<file path="src/design/lcbml_defines.vh">
// Constants for the lifecycle and boot mode guard
`ifndef LCBML_DEFINES_VH
`define LCBML_DEFINES_VH

// ==========================================================
// Register byte offsets
`define LCBML_ADDR_W 4
`define LCBML_REG_STATUS 4'h0
`define LCBML_REG_CONTROL 4'h4
`define LCBML_REG_PASSWORD 4'h8
`define LCBML_REG_REFUSED 4'hC

// ==========================================================
// Status register fields
`define LCBML_ST_NORMAL 0
`define LCBML_ST_TEST_AUTH 1
`define LCBML_ST_BOOT_FLASH 2
`define LCBML_ST_BOOT_LOCK 3
`define LCBML_ST_ROM_HIDDEN 4
`define LCBML_ST_FLASH_RO 5
`define LCBML_ST_AUTH_BLOCKED 6
`define LCBML_ST_LOADED 7
`define LCBML_ST_FAIL_LSB 8
`define LCBML_ST_FAIL_MSB 9

// ==========================================================
// Control register command bits (write one to act)
`define LCBML_CT_GO_NORMAL 0
`define LCBML_CT_SEL_FLASH 1
`define LCBML_CT_SEL_ROM 2
`define LCBML_CT_LOCK_BOOT 3
`define LCBML_CT_HIDE_ROM 4
`define LCBML_CT_SET_FLASH_RO 5
`define LCBML_CT_CLR_FLASH_RO 6

// ==========================================================
// Refusal flags (write one to clear)
`define LCBML_RF_W 5
`define LCBML_RF_TEST 0
`define LCBML_RF_LOADER 1
`define LCBML_RF_FLASH_WR 2
`define LCBML_RF_ROM 3
`define LCBML_RF_TRACE 4

// ==========================================================
// Non-volatile image layout
`define LCBML_NV_W 5
`define LCBML_NV_NORMAL 0
`define LCBML_NV_BOOT_FLASH 1
`define LCBML_NV_BOOT_LOCK 2
`define LCBML_NV_ROM_HIDDEN 3
`define LCBML_NV_FLASH_RO 4

// ==========================================================
// Loader command codes
`define LCBML_CMD_W 3
`define LCBML_CMD_FLASH_READ 3'h1
`define LCBML_CMD_FLASH_DOWNLOAD 3'h2
`define LCBML_CMD_FLASH_MODIFY 3'h3

// ==========================================================
// Misc values
`define LCBML_FAIL_W 2
`define LCBML_ZERO32 32'h0000_0000
`define LCBML_BE_ALL 4'hF

`endif

</file>
<file path="src/design/lcbml_top.v">
// Lifecycle and boot mode guard with Avalon-MM register slave
//
// The placing of the registers and register access over Avalon-MM are this design's own decisions.
`timescale 1ns/1ps
`include "lcbml_defines.vh"

module lcbml_top #(
   parameter [31:0] TEST_PASSWORD = 32'h5A3C_96E1, // Arbitrary value
   parameter [1:0] AUTH_MAX_FAIL = 2'h3
) (
   // Clock and reset
   input wire clk_in,
   input wire sys_rst_in,
   // Avalon-MM slave
   input wire [`LCBML_ADDR_W-1:0] avs_address_in,
   input wire avs_read_in,
   input wire avs_write_in,
   input wire [31:0] avs_writedata_in,
   input wire [3:0] avs_byteenable_in,
   output reg [31:0] avs_readdata_out,
   output wire avs_waitrequest_out,
   // Non-volatile state storage
   input wire [`LCBML_NV_W-1:0] nv_state_in,
   output reg [`LCBML_NV_W-1:0] nv_state_out,
   output reg nv_write_out,
   // Test mode command gate
   input wire test_cmd_req_in,
   output wire test_cmd_grant_out,
   output wire test_cmd_refuse_out,
   // Manufacturing functional test gate
   input wire func_test_req_in,
   output wire func_test_grant_out,
   output wire func_test_refuse_out,
   // Loader command gate
   input wire loader_cmd_req_in,
   input wire [`LCBML_CMD_W-1:0] loader_cmd_code_in,
   output wire loader_cmd_grant_out,
   output wire loader_cmd_refuse_out,
   // Flash write gate
   input wire flash_wr_req_in,
   output wire flash_wr_grant_out,
   output wire flash_wr_refuse_out,
   // ROM access gate
   input wire rom_acc_req_in,
   output wire rom_acc_grant_out,
   output wire rom_acc_refuse_out,
   // Traceability write gate
   input wire trace_wr_req_in,
   output wire trace_wr_grant_out,
   output wire trace_wr_refuse_out,
   // Mode indications
   output reg rom_boot_out,
   output reg flash_boot_out,
   output reg normal_mode_out,
   output reg loader_enable_out
);

   // =======================================================
   // Protection state
   reg loaded;
   reg lc_normal;
   reg test_auth;
   reg boot_flash;
   reg boot_lock;
   reg rom_hidden;
   reg flash_ro;
   reg [`LCBML_FAIL_W-1:0] fail_count;
   reg [`LCBML_RF_W-1:0] refused;
   reg rd_ready;

   wire auth_blocked;
   wire bus_wr;
   wire bus_rd;
   wire ctl_wr;
   wire pwd_wr;
   wire rf_wr;
   wire loader_flash_cmd;
   wire [`LCBML_NV_W-1:0] nv_image;
   wire [`LCBML_RF_W-1:0] refuse_events;
   wire test_allow;
   wire func_allow;
   wire loader_allow;
   wire flash_allow;
   wire rom_allow;
   wire trace_allow;
   reg [31:0] next_readdata;

   assign auth_blocked = (fail_count == AUTH_MAX_FAIL);

   // =======================================================
   // Bus decode
   // Reads take one wait state so read data comes from a flop
   assign avs_waitrequest_out = ~loaded | (avs_read_in & ~rd_ready);
   assign bus_wr = avs_write_in & loaded;
   assign bus_rd = avs_read_in & loaded & ~rd_ready;
   assign ctl_wr = bus_wr & (avs_address_in == `LCBML_REG_CONTROL) & avs_byteenable_in[0];
   assign rf_wr = bus_wr & (avs_address_in == `LCBML_REG_REFUSED) & avs_byteenable_in[0];
   // Partial password writes are dropped, never counted as attempts
   assign pwd_wr = bus_wr & (avs_address_in == `LCBML_REG_PASSWORD) &
      (avs_byteenable_in == `LCBML_BE_ALL);

   // =======================================================
   // Access gates
   assign test_allow = loaded & ~lc_normal & test_auth;
   assign func_allow = loaded & ~lc_normal & test_auth;

   assign loader_flash_cmd = (loader_cmd_code_in == `LCBML_CMD_FLASH_READ) |
      (loader_cmd_code_in == `LCBML_CMD_FLASH_DOWNLOAD) |
      (loader_cmd_code_in == `LCBML_CMD_FLASH_MODIFY);
   // Flash boot alone already shuts the loader; the lock term keeps flash
   // commands dead even if the boot bit were ever upset
   assign loader_allow = loaded & ~boot_flash &
      ~(boot_lock & loader_flash_cmd);

   // Write data on this path is ciphertext from the loading party; the
   // gate only decides whether the write may proceed
   assign flash_allow = loaded & ~flash_ro;
   assign rom_allow = loaded & ~rom_hidden;
   assign trace_allow = loaded & ~lc_normal;

   lcbml_gate test_gate_u (
      .req_in(test_cmd_req_in),
      .allow_in(test_allow),
      .grant_out(test_cmd_grant_out),
      .refuse_out(test_cmd_refuse_out)
   );
   lcbml_gate func_gate_u (
      .req_in(func_test_req_in),
      .allow_in(func_allow),
      .grant_out(func_test_grant_out),
      .refuse_out(func_test_refuse_out)
   );
   lcbml_gate loader_gate_u (
      .req_in(loader_cmd_req_in),
      .allow_in(loader_allow),
      .grant_out(loader_cmd_grant_out),
      .refuse_out(loader_cmd_refuse_out)
   );
   lcbml_gate flash_gate_u (
      .req_in(flash_wr_req_in),
      .allow_in(flash_allow),
      .grant_out(flash_wr_grant_out),
      .refuse_out(flash_wr_refuse_out)
   );
   lcbml_gate rom_gate_u (
      .req_in(rom_acc_req_in),
      .allow_in(rom_allow),
      .grant_out(rom_acc_grant_out),
      .refuse_out(rom_acc_refuse_out)
   );
   lcbml_gate trace_gate_u (
      .req_in(trace_wr_req_in),
      .allow_in(trace_allow),
      .grant_out(trace_wr_grant_out),
      .refuse_out(trace_wr_refuse_out)
   );

   assign refuse_events[`LCBML_RF_TEST] = test_cmd_refuse_out | func_test_refuse_out;
   assign refuse_events[`LCBML_RF_LOADER] = loader_cmd_refuse_out;
   assign refuse_events[`LCBML_RF_FLASH_WR] = flash_wr_refuse_out;
   assign refuse_events[`LCBML_RF_ROM] = rom_acc_refuse_out;
   assign refuse_events[`LCBML_RF_TRACE] = trace_wr_refuse_out;

   // =======================================================
   // Reload from non-volatile storage
   // Async reset loads safe constants; the stored image is taken on the
   // first edge after release, and the block stays closed until then
   always @(posedge clk_in or posedge sys_rst_in) begin
      if (sys_rst_in) begin
         loaded <= 1'b0;
      end else begin
         loaded <= 1'b1;
      end
   end

   // =======================================================
   // Lifecycle and authentication
   always @(posedge clk_in or posedge sys_rst_in) begin
      if (sys_rst_in) begin
         lc_normal <= 1'b0;
         test_auth <= 1'b0;
         fail_count <= {`LCBML_FAIL_W{1'b0}};
      end else if (~loaded) begin
         lc_normal <= nv_state_in[`LCBML_NV_NORMAL];
         test_auth <= 1'b0;
         fail_count <= {`LCBML_FAIL_W{1'b0}};
      end else begin
         if (ctl_wr & avs_writedata_in[`LCBML_CT_GO_NORMAL]) begin
            lc_normal <= 1'b1;
         end
         // No clear path exists for lc_normal, which makes it one-way
         if (lc_normal | (ctl_wr & avs_writedata_in[`LCBML_CT_GO_NORMAL])) begin
            test_auth <= 1'b0;
         end else if (pwd_wr & ~auth_blocked) begin
            if (avs_writedata_in == TEST_PASSWORD) begin
               test_auth <= 1'b1;
               fail_count <= {`LCBML_FAIL_W{1'b0}};
            end else begin
               test_auth <= 1'b0;
               fail_count <= fail_count + {{(`LCBML_FAIL_W-1){1'b0}}, 1'b1};
            end
         end
      end
   end

   // =======================================================
   // Boot selection and memory attributes
   always @(posedge clk_in or posedge sys_rst_in) begin
      if (sys_rst_in) begin
         boot_flash <= 1'b0;
         boot_lock <= 1'b0;
         rom_hidden <= 1'b0;
         flash_ro <= 1'b0;
      end else if (~loaded) begin
         boot_flash <= nv_state_in[`LCBML_NV_BOOT_FLASH];
         // A lock is only meaningful together with flash boot
         boot_lock <= nv_state_in[`LCBML_NV_BOOT_LOCK] & nv_state_in[`LCBML_NV_BOOT_FLASH];
         rom_hidden <= nv_state_in[`LCBML_NV_ROM_HIDDEN];
         flash_ro <= nv_state_in[`LCBML_NV_FLASH_RO];
      end else if (ctl_wr) begin
         // One bit holds the choice, so ROM and flash boot stay exclusive
         if (~boot_lock) begin
            if (avs_writedata_in[`LCBML_CT_SEL_FLASH]) begin
               boot_flash <= 1'b1;
            end else if (avs_writedata_in[`LCBML_CT_SEL_ROM]) begin
               boot_flash <= 1'b0;
            end
         end
         // Lock needs flash boot already in place
         if (avs_writedata_in[`LCBML_CT_LOCK_BOOT] & boot_flash) begin
            boot_lock <= 1'b1;
         end
         if (avs_writedata_in[`LCBML_CT_HIDE_ROM]) begin
            rom_hidden <= 1'b1;
         end
         // Set wins over clear; clearing is not allowed once locked
         if (avs_writedata_in[`LCBML_CT_SET_FLASH_RO]) begin
            flash_ro <= 1'b1;
         end else if (avs_writedata_in[`LCBML_CT_CLR_FLASH_RO] & ~boot_lock) begin
            flash_ro <= 1'b0;
         end
      end
   end

   // =======================================================
   // Refusal flags, new events win over a clear
   always @(posedge clk_in or posedge sys_rst_in) begin
      if (sys_rst_in) begin
         refused <= {`LCBML_RF_W{1'b0}};
      end else if (rf_wr) begin
         refused <= (refused & ~avs_writedata_in[`LCBML_RF_W-1:0]) | refuse_events;
      end else begin
         refused <= refused | refuse_events;
      end
   end

   // =======================================================
   // Non-volatile write back
   assign nv_image[`LCBML_NV_NORMAL] = lc_normal;
   assign nv_image[`LCBML_NV_BOOT_FLASH] = boot_flash;
   assign nv_image[`LCBML_NV_BOOT_LOCK] = boot_lock;
   assign nv_image[`LCBML_NV_ROM_HIDDEN] = rom_hidden;
   assign nv_image[`LCBML_NV_FLASH_RO] = flash_ro;

   always @(posedge clk_in or posedge sys_rst_in) begin
      if (sys_rst_in) begin
         nv_state_out <= {`LCBML_NV_W{1'b0}};
         nv_write_out <= 1'b0;
      end else if (~loaded) begin
         nv_state_out <= nv_state_in;
         nv_write_out <= 1'b0;
      end else begin
         // Pulse one cycle whenever the held image changes
         nv_state_out <= nv_image;
         nv_write_out <= (nv_image != nv_state_out);
      end
   end

   // =======================================================
   // Mode indications
   always @(posedge clk_in or posedge sys_rst_in) begin
      if (sys_rst_in) begin
         rom_boot_out <= 1'b0;
         flash_boot_out <= 1'b0;
         normal_mode_out <= 1'b0;
         loader_enable_out <= 1'b0;
      end else begin
         rom_boot_out <= loaded & ~boot_flash;
         flash_boot_out <= loaded & boot_flash;
         normal_mode_out <= loaded & lc_normal;
         loader_enable_out <= loaded & ~boot_flash;
      end
   end

   // =======================================================
   // Read path
   always @* begin
      next_readdata = `LCBML_ZERO32;
      case (avs_address_in)
         `LCBML_REG_STATUS: begin
            next_readdata[`LCBML_ST_NORMAL] = lc_normal;
            next_readdata[`LCBML_ST_TEST_AUTH] = test_auth;
            next_readdata[`LCBML_ST_BOOT_FLASH] = boot_flash;
            next_readdata[`LCBML_ST_BOOT_LOCK] = boot_lock;
            next_readdata[`LCBML_ST_ROM_HIDDEN] = rom_hidden;
            next_readdata[`LCBML_ST_FLASH_RO] = flash_ro;
            next_readdata[`LCBML_ST_AUTH_BLOCKED] = auth_blocked;
            next_readdata[`LCBML_ST_LOADED] = loaded;
            next_readdata[`LCBML_ST_FAIL_MSB:`LCBML_ST_FAIL_LSB] = fail_count;
         end
         `LCBML_REG_REFUSED: begin
            next_readdata[`LCBML_RF_W-1:0] = refused;
         end
         // Control and password read as zero so the secret never leaks
         default: begin
            next_readdata = `LCBML_ZERO32;
         end
      endcase
   end

   always @(posedge clk_in or posedge sys_rst_in) begin
      if (sys_rst_in) begin
         rd_ready <= 1'b0;
         avs_readdata_out <= `LCBML_ZERO32;
      end else begin
         rd_ready <= bus_rd;
         if (bus_rd) begin
            avs_readdata_out <= next_readdata;
         end
      end
   end

endmodule

// ==========================================================
// Request gate, exactly one answer while a request stands
module lcbml_gate (
   // Request and permission
   input wire req_in,
   input wire allow_in,
   // Answer
   output wire grant_out,
   output wire refuse_out
);

   assign grant_out = req_in & allow_in;
   assign refuse_out = req_in & ~allow_in;

endmodule

</file>
<file path="config.mk">
export PLATFORM = sky130hd
export DESIGN_NAME = lcbml_top
export DESIGN_NICKNAME = d
export VERILOG_FILES = /design/src/design/lcbml_top.v
export VERILOG_INCLUDE_DIRS = /design/src /design/src/design
export SDC_FILE = /design/constraint.sdc
export NUM_CORES = 1
export LEC_CHECK = 0
export BUFFER_PORTS_ARGS = -buffer_cell sky130_fd_sc_hd__buf_2
export CAP_MARGIN = 40
export CORE_AREA = 4 4 71 73
export DETAILED_ROUTE_END_ITERATION = 12
export DIE_AREA = 0 0 75 77
export PLACE_DENSITY = 0.75
export SLEW_MARGIN = 20
export SYNTH_ARGS = -nofsm -noshare
export SYNTH_HDL_FRONTEND = slang
export SYNTH_SLANG_ARGS = --single-unit
</file>
<file path="constraint.sdc">
create_clock -name clk_in -period 1.7 [get_ports clk_in]
set_input_delay 0.34 -clock clk_in [delete_from_list [all_inputs] [get_ports clk_in]]
set_output_delay 0.34 -clock clk_in [all_outputs]
set_load 0.05 [all_outputs]
</file>
* Word level (Yosys, flattened, before mapping)
Cells that the tools add are included.
** Cells by class
- Add/subtract/negate cells :: 1
- Eq/ne operators :: 20
- Mux-type cells :: 30
- Bitwise gates (word level) :: 59
- Reductions and logical operators :: 6
** Operators with widths (number)
- $and 1x1->1 :: 36
- $eq 32x31->1 const B :: 1
- $mux 1 :: 22
- $mux 5 :: 3
- $not 1->1 :: 14
- $eq 4x4->1 const B :: 3
- $or 5x5->5 :: 2
- $pmux 5 s2 :: 1
- $mux 2 :: 4
- $ne 2x1->1 const B :: 4
- $reduce_and 2->1 :: 4
- $eq 3x2->1 const B :: 2
- $ne 2x2->1 const B :: 3
- $and 5x5->5 :: 1
- $ne 5x5->1 :: 1
- $not 5->5 :: 1
- $or 1x1->1 :: 5
- $eq 4x3->1 const B :: 1
- $logic_not 4->1 :: 1
- $eq 3x1->1 const B :: 1
- $ne 3x1->1 const B :: 1
- $ne 3x2->1 const B :: 1
- $ne 3x3->1 const B :: 1
- $reduce_and 3->1 :: 1
- 2 further kinds :: 2
** Storage, ports and cells
- Flip-flop bits (word level) :: 34
- Output and inout bits :: 55

* Logic depth before layout (Yosys ltp)
Gate-level depths: netlist (run 1).
- Word-level depth :: 10
- Gate-level depth with buffers :: 5
- Gate-level depth less buffers :: 5

* By module
Synthesis (run 1) repeated with hierarchy kept, for this count alone.
** Unflattened totals
- Cell total of the unflattened synthesis :: 184
- Area total of the unflattened synthesis :: 1868.0 um2
** Modules (own cells, without submodules)
- lcbml_top :: times used 1, cells an instance 172, area each 1770.4 um2, seq. area each 850.8 um2
- lcbml_gate :: times used 6, cells an instance 2, area each 16.3 um2, seq. area each 0.0 um2

* Least setup slack after synthesis (run 1)
No wires, ideal clock.
- Kind :: in2out
- Start point :: input port avs_read_in
- End point :: output port avs_waitrequest_out
- Data arrival time :: 1.457 ns
- Path slack :: -0.097 ns
- Stages on the path :: 2
- Path buffers :: 0
- Cell sequence :: inv_1 o21ai_0
** Between the ends
- Word-level cells in the longest chain between the ends :: 2
** Ends and longest elaborated chain
- from (decl) :: line lcbml_top.v:16 : input wire avs_read_in,
- $and 1x1->1 :: line lcbml_top.v:93 : assign avs_waitrequest_out = ~loaded | (avs_read_in & ~rd_ready);
- $or 1x1->1 :: line lcbml_top.v:93
- to (decl) :: line lcbml_top.v:21 : output wire avs_waitrequest_out,
Every way passes these cells.

* Worst setup path after layout (run 1)
- Start point :: register boot_lock
- End point :: output port loader_cmd_refuse_out
** Between the ends
- Word-level cells in the longest chain between the ends :: 5
** Ends and longest elaborated chain
- from (decl) :: line lcbml_top.v:64 : reg boot_lock;
- from (signal assigned) :: line lcbml_top.v:217 : boot_lock <= nv_state_in[`LCBML_NV_BOOT_LOCK] & nv_state_in[`LCBML_NV_BOOT_FLASH];
- $and 1x1->1 :: line lcbml_top.v:113 : ~(boot_lock & loader_flash_cmd);
- $not 1->1 :: line lcbml_top.v:113
- $and 1x1->1 :: line lcbml_top.v:112 : assign loader_allow = loaded & ~boot_flash &
- $not 1->1 :: line lcbml_top.v:347 : assign refuse_out = req_in & ~allow_in;
- $and 1x1->1 :: line lcbml_top.v:347
- to (decl) :: line lcbml_top.v:38 : output wire loader_cmd_refuse_out,
Every way passes these cells.

==> results of run 1 <==
cell usage in the layout (no fill, tap or decap), types with 3 or more instances in the layout:
cell type	Yosys	layout
inv_1	13	11
nand4_1	3	3
buf_2	1	81
and4b_1	3	3
conb_1	2	23
buf_8	0	4
clkbuf_8	0	6
dfrtp_1	34	31
a22o_1	5	5
and3_1	4	3
and2_1	8	3
a21o_1	5	5
dfrtp_2	0	3
nor2_1	8	7
nor4bb_1	4	4
xor2_1	3	3
mux2_2	3	3
a21oi_1	5	5
nand2_1	11	9
and2_4	0	5
a222oi_1	5	5
buf_6	0	3
buf_4	23	24
synthesized netlist by cell type (2+ instances only):
cell and instances:
nor3_1 2, o21ai_0 2, nand3_1 2, nor4b_1 2, a21oi_1 5, buf_4 23, nand3b_1 2, nor2_1 8
nor2b_1 3, conb_1 2, a22o_1 5, nand2_1 11, and4b_1 3, a31oi_1 2, xnor2_1 2, and3_1 4
a222oi_1 5, dfrtp_1 34, inv_1 13, xor2_1 3, nand2b_1 4, nor4bb_1 4, a21o_1 5, nand4_1 3
and2_1 8, mux2_2 3, o22ai_1 2
cell type report:
type,instances,area share
Inverter,13,0.01828
Clock inverter,1,0.001875
Timing Repair Buffer,114,0.2649
Multi-Input combinational cell,129,0.3380
Tap cell,52,0.02438
Clock buffer,7,0.03235
Sequential cell,34,0.3202
layer usage:
layer  vias up  global-route usage  routed length, um
li1        833                   -                  -
met1       828              0.1867               1859
met2        97              0.3179               2742
met3        13             0.04575                480
met4         0             0.07651                126
met5         -                   0                  0
cell families (layout without fill, tap and decap cells):
| kind of cell | after synthesis | in the layout | synth area share |
|---|---|---|---|
| multiplexers | 3 | 3 | 0.01832 |
| flip-flops | 34 | 34 | 0.4613 |
| adder cells (fa/ha/maj) | 1 | 1 | 0.006783 |
| AO/OA/AOI/OAI | 32 | 32 | 0.1343 |
| AND/OR/NAND/NOR | 65 | 65 | 0.2246 |
| XOR/XNOR | 5 | 5 | 0.02375 |
| buffers and inverters | 39 | 135 | 0.1269 |
| other | 2 | 23 | 0.004072 |
registers in the layout, indices dropped and copies added, names as in the netlist:
name / flops
loaded: 1
avs_readdata_out: 10
nv_state_out: 5
flash_boot_out: 1
lc_normal: 1
boot_lock: 1
test_auth: 1
loader_enable_out: 1
flash_ro: 1
rd_ready: 1
boot_flash: 1
nv_write_out: 1
normal_mode_out: 1
refused: 5
rom_hidden: 1
fail_count: 2
final timing paths:
kind | start | end | slack (ns) | depth (start not counted)
setup / recovery | boot_lock | loader_cmd_refuse_out | -0.07 | 5
hold / removal | sys_rst_in | flash_ro | 0.14 | 3
setup reg to reg | loaded | refused[1] | 0.07 | 9
hold reg to reg | avs_readdata_out[7] | avs_readdata_out[7] | 0.47 | 1
max in group asynchronous | sys_rst_in | boot_flash | 1.23 | 3
min in group clk_in | nv_state_in[0] | nv_state_out[0] | 0.28 | 2
through the flow:
stage	area (sq um)	std cells	utilization	hold slack, ns	power (W)
floorplan	1923	202	-	0.4499	0.001342
global placement	2366	333	0.5434	0.4523	0.001471
detailed placement	2366	333	0.5434	0.4529	0.001480
CTS	2569	348	0.5899	0.1493	0.002124
global route	2669	350	0.6129	0.1824	0.002240
finish	2669	350	0.6129	0.1376	0.002139
critical path, stage by stage, from the launching register on:
cell and delay, ns:
dfrtp_1 0.37, inv_2 0.05, or3_4 0.37, nand2_2 0.08
and2_4 0.14, buf_8 0.14
what timing repair did:
item / CTS / global route
resized for setup: 20 / 24
pin swaps: 2 / 8
hold buffers: 0 / 0
setup buffers: 7 / 3
setup endpoints to repair: 10 / 10
report_power, final:
| group | internal (W) | switching, W |
|---|---|---|
| clock network | 0.000326 | 0.000273 |
| logic | 0.000217 | 0.000431 |
| registers | 0.000854 | 0.0000379 |
==> impl_metrics.toml, run 1 <==
[outcome]
status = "finished with violations"
violations = "negative setup slack"

[floorplanning]
die_h_um = 77
num_rows = 24
io_pins = 113
core_area_sq_mm = 0.004354
die_x_um = 75
start_util = 0.4236
die_area_sq_mm = 0.005775

[setup_path]
path_max_fanout = 2
worstPathArrival_ns = 1.43
cp-start-kind = "flop"
worstPathRequired_ns = 1.36
end_kind = "output port"
criticalPathCategory = "reg -> out"

[route]
vias = 1771
drt-total-wl_um = 5208
drtIter0Drc = 86
dr.pass1.iters = 4
via_per_inst = 5.060
drc_errors = 0
avgRoutedWirePerCell_um = 14.88
drtAntennaViolNets = 0

[yosys]
ys_ff_latch = 34
avgSynthCellArea_sq_um = 10.19
yosysTopAreaCellShare = 0.4613
ys_types = 46
syn_inst = 181
synth_area_leader_cell = "dfrtp_1"
synthArstFlopShare = 1.000
ys.flop_type = "dfrtp_1"
synth_area_sq_mm = 0.001844
synth_edf_count = 0
synth_area_leaders = "dfrtp_1, buf_4, a222oi_1, and2_1, inv_1"
yosys_warnings = 0
yosysSeqAreaShare = 0.4613

[cells_and_area]
num-nets-final = 356
multi_input_area_sq_um = 902.1
antenna_cells = 0
fillers = 364
drive_gt1_frac = 0.5000
register_area_sq_um = 854.6
syn_to_final_growth_pct = 44.71

[place]
dp_slack_ns = 0.02888
io_buffers = 90
gp_congestion = 0.8184
dpl.hpwl_um = 3991

[grt]
grt_pass1_vias = 1779
grt_start_max_net_pins = 35
antenna_found_initial = 0
overflow = 0
globalRouteTotalUtil = 0.1768
grt_pass1_wl_um = 7817

[sta]
fin_crit_sh = 1.043
setup_ws_ns = -0.07260
setup_viol = 2
hold_viol = 0
period_needed_ns = 1.773
finalSetupTns_ns = -0.1314
fmax_ghz = 0.5641
finClkSkew_ns = 0.007622
rsz0062_at_grt = "yes"
final_max_slew_viol_count = 0

[pwr]
p_leak_nw = 1.463
vdd_drop_max_mv = 0.3011
power.density_mw_per_mm2 = 801.3

[clocking]
insertion_delay_ns = 0.28
cts.path.max_buffers = 2
cts_sinks = 34
clk_pin_slew_ns = 0.07
cts_tree = "yes"
cts_max_level = 2
cts-buffers-inserted = 5
clock-root-buffer = "clkbuf_8"

[hold_path]
hp-class = "in -> async"

[flow_run]
maxCapViolations = 0
No activity file was read; power rests on OpenSTA's default activity.
==> run 2, diff against run 1 <==
--- a/config.mk
+++ b/config.mk
@@ -7,11 +7,12 @@
 export NUM_CORES = 1
 export LEC_CHECK = 0
 export BUFFER_PORTS_ARGS = -buffer_cell sky130_fd_sc_hd__buf_2
-export CAP_MARGIN = 40
+export CAP_MARGIN = 10
 export CORE_AREA = 4 4 71 73
 export DETAILED_ROUTE_END_ITERATION = 12
 export DIE_AREA = 0 0 75 77
 export PLACE_DENSITY = 0.75
+export SETUP_SLACK_MARGIN = 0.2
 export SLEW_MARGIN = 20
 export SYNTH_ARGS = -nofsm -noshare
 export SYNTH_HDL_FRONTEND = slang
==> run 2 against run 1 <==
The run still ends with negative setup slack left. Non-clock buffer count rose by 23. Die area did not move. Global-route usage rose by 1.1 points. Critical path depth did not move. Register-to-register slack got worse by 0.07 ns. Wire length rose by 19%. Critical path type unchanged. Largest power group unchanged.
==> impl_metrics.toml, run 2 (same netlist as run 1, synthesis figures left out) <==
[route]
dr.pass1.iters = 4
drtIter0Drc = 137
drtAntennaViolNets = 0
avgRoutedWirePerCell_um = 16.66
drc_errors = 0
drt-total-wl_um = 6214
via_per_inst = 5.188
vias = 1935

[cells_and_area]
antenna_cells = 0
final_common_cell = "buf_2"
largest-register = "avs_readdata_out"
final_cell_mix = "buf_2, buf_4, dfrtp_1, conb_1"
fillers = 286
drive_gt1_frac = 0.6075
syn_to_final_growth_pct = 69.34
largest_register_ffs = 10
stdcell_area_sq_mm = 0.003123
instances_no_fill = 373
largestRegisters = "avs_readdata_out: 10 flops, nv_state_out: 5 flops, refused: 5 flops"
num-nets-final = 379

[sta]
final_max_slew_viol_count = 0
hold_viol = 0
period_needed_ns = 1.774
setup_ws_ns = -0.07392
fmax_ghz = 0.5637
finClkSkew_ns = 0.003582
setup_viol = 3
fin_crit_sh = 1.043
rsz0062_at_grt = "yes"

[place]
dpl.hpwl_um = 4152
dpl.cell_count = 335
placed_cell_area_sq_mm = 0.002396
gp_congestion = 0.7777
io_buffers = 90

[setup_path]
worstPathArrival_ns = 1.43
end_kind = "output port"
cp-start-kind = "flop"
crit_chain = "inv_2 > or3_4 > nand2_2 > and2_4 > buf_8"
criticalPathCategory = "reg -> out"
worstPathRequired_ns = 1.36
path_max_fanout = 2
worst_path_max_delay_cell = "or3_4"
max_stage_delay_ns = 0.38

[floorplanning]
die_x_um = 75
core_area_sq_mm = 0.004354
num_rows = 24
io_pins = 113
die_area_sq_mm = 0.005775
die_h_um = 77
start_util = 0.4236

[clocking]
clk_pin_slew_ns = 0.07
cts.path.max_buffers = 2
cts_max_level = 2
cts_tree = "yes"
insertion_delay_ns = 0.29
cts_sinks = 34
clock-root-buffer = "clkbuf_8"
cts-buffers-inserted = 5

[grt]
grt_pass1_wl_um = 8197
antenna_found_initial = 0
globalRouteTotalUtil = 0.1873
grt_start_max_net_pins = 35
grt_pass1_vias = 1787
overflow = 0

[pwr]
p_leak_nw = 1.640
vdd_drop_max_mv = 0.4170
power.density_mw_per_mm2 = 763.1

[outcome]
violations = "negative setup slack"
status = "finished with violations"

[hold_path]
hp-class = "in -> async"

[flow_run]
maxCapViolations = 0
-- run 2: changes by cell type in the layout (fill, tap and decap cells not counted), moves of 4 or more --
cell / previous run / this run
buf_6: 3 / 14
buf_8: 4 / 14
buf_4: 24 / 32
buf_2: 81 / 77
-- run 2: timing repair --
item	CTS	global route
hold buffers	0	0
buffers inserted	10	20
endpoints found under the hold margin	0	0
setup endpoints to repair	24	32
gates cloned	0	0
resized for setup	56	47
pin swaps	6	32
-- run 2: path summary, 6_finish.rpt --
| kind | startpoint | slack, ns | depth (start not counted) | end |
|---|---|---|---|---|
| setup / recovery | boot_lock | -0.07 | 5 | loader_cmd_refuse_out |
| hold / removal | sys_rst_in | 0.14 | 3 | loader_enable_out |
| setup reg to reg | loaded | 0 | 7 | avs_readdata_out[4] |
| hold reg to reg | avs_readdata_out[7] | 0.48 | 1 | avs_readdata_out[7] |
| max in group asynchronous | sys_rst_in | 1.22 | 3 | boot_flash |
| min in group clk_in | nv_state_in[0] | 0.29 | 2 | nv_state_out[0] |
-- run 2: routing by layer --
| layer | up-vias | routed length (um) | GRT usage |
|---|---|---|---|
| met5 | - | 0 | 0 |
| met4 | 0 | 123 | 0.05872 |
| li1 | 884 | - | - |
| met3 | 13 | 558 | 0.06275 |
| met1 | 934 | 2128 | 0.2114 |
| met2 | 104 | 3404 | 0.3240 |
-- run 2: area by class of cell --
| cell class | count | area, sq um | area share |
|---|---|---|---|
| well taps | 52 | 65.06 | 0.02083 |
| repair buffers | 137 | 993.5 | 0.3181 |
| clock inverters | 3 | 40.04 | 0.01282 |
| inverters | 13 | 48.80 | 0.01562 |
| clock buffers | 5 | 68.82 | 0.02204 |
| multi-input cells | 129 | 1052 | 0.3369 |
| flip-flops and latches | 34 | 854.6 | 0.2736 |
-- run 2: through the flow --
| stage | hold slack (ns) | util | TNS [ns] | total power (W) | worst slack [ns] |
|---|---|---|---|---|---|
| 2_1_floorplan | 0.4499 | - | 0 | 0.001347 | 0.08156 |
| 3_3_place_gp | 0.4515 | 0.5503 | 0 | 0.001481 | 0.05122 |
| 3_5_place_dp | 0.4584 | 0.5503 | 0 | 0.001491 | 0.004072 |
| 4_1_cts | 0.1511 | 0.6359 | -0.1184 | 0.002290 | -0.05429 |
| 5_1_grt | 0.1663 | 0.7172 | -0.7434 | 0.002481 | -0.1193 |
| 6_report | 0.1408 | 0.7172 | -0.1310 | 0.002383 | -0.07392 |
-- run 2: report_power, final --
part	internal, W	switching (W)
Combinational	0.000286	0.000474
Sequential	0.000853	0.0000411
Clock	0.000431	0.000297
-- run 2: critical path: cells and delay by family, from the launching register on --
family                 cells  cell delay [ns]
and+or+nand+nor            3             0.60
DFF                        1             0.36
buffers and inverters      2             0.18
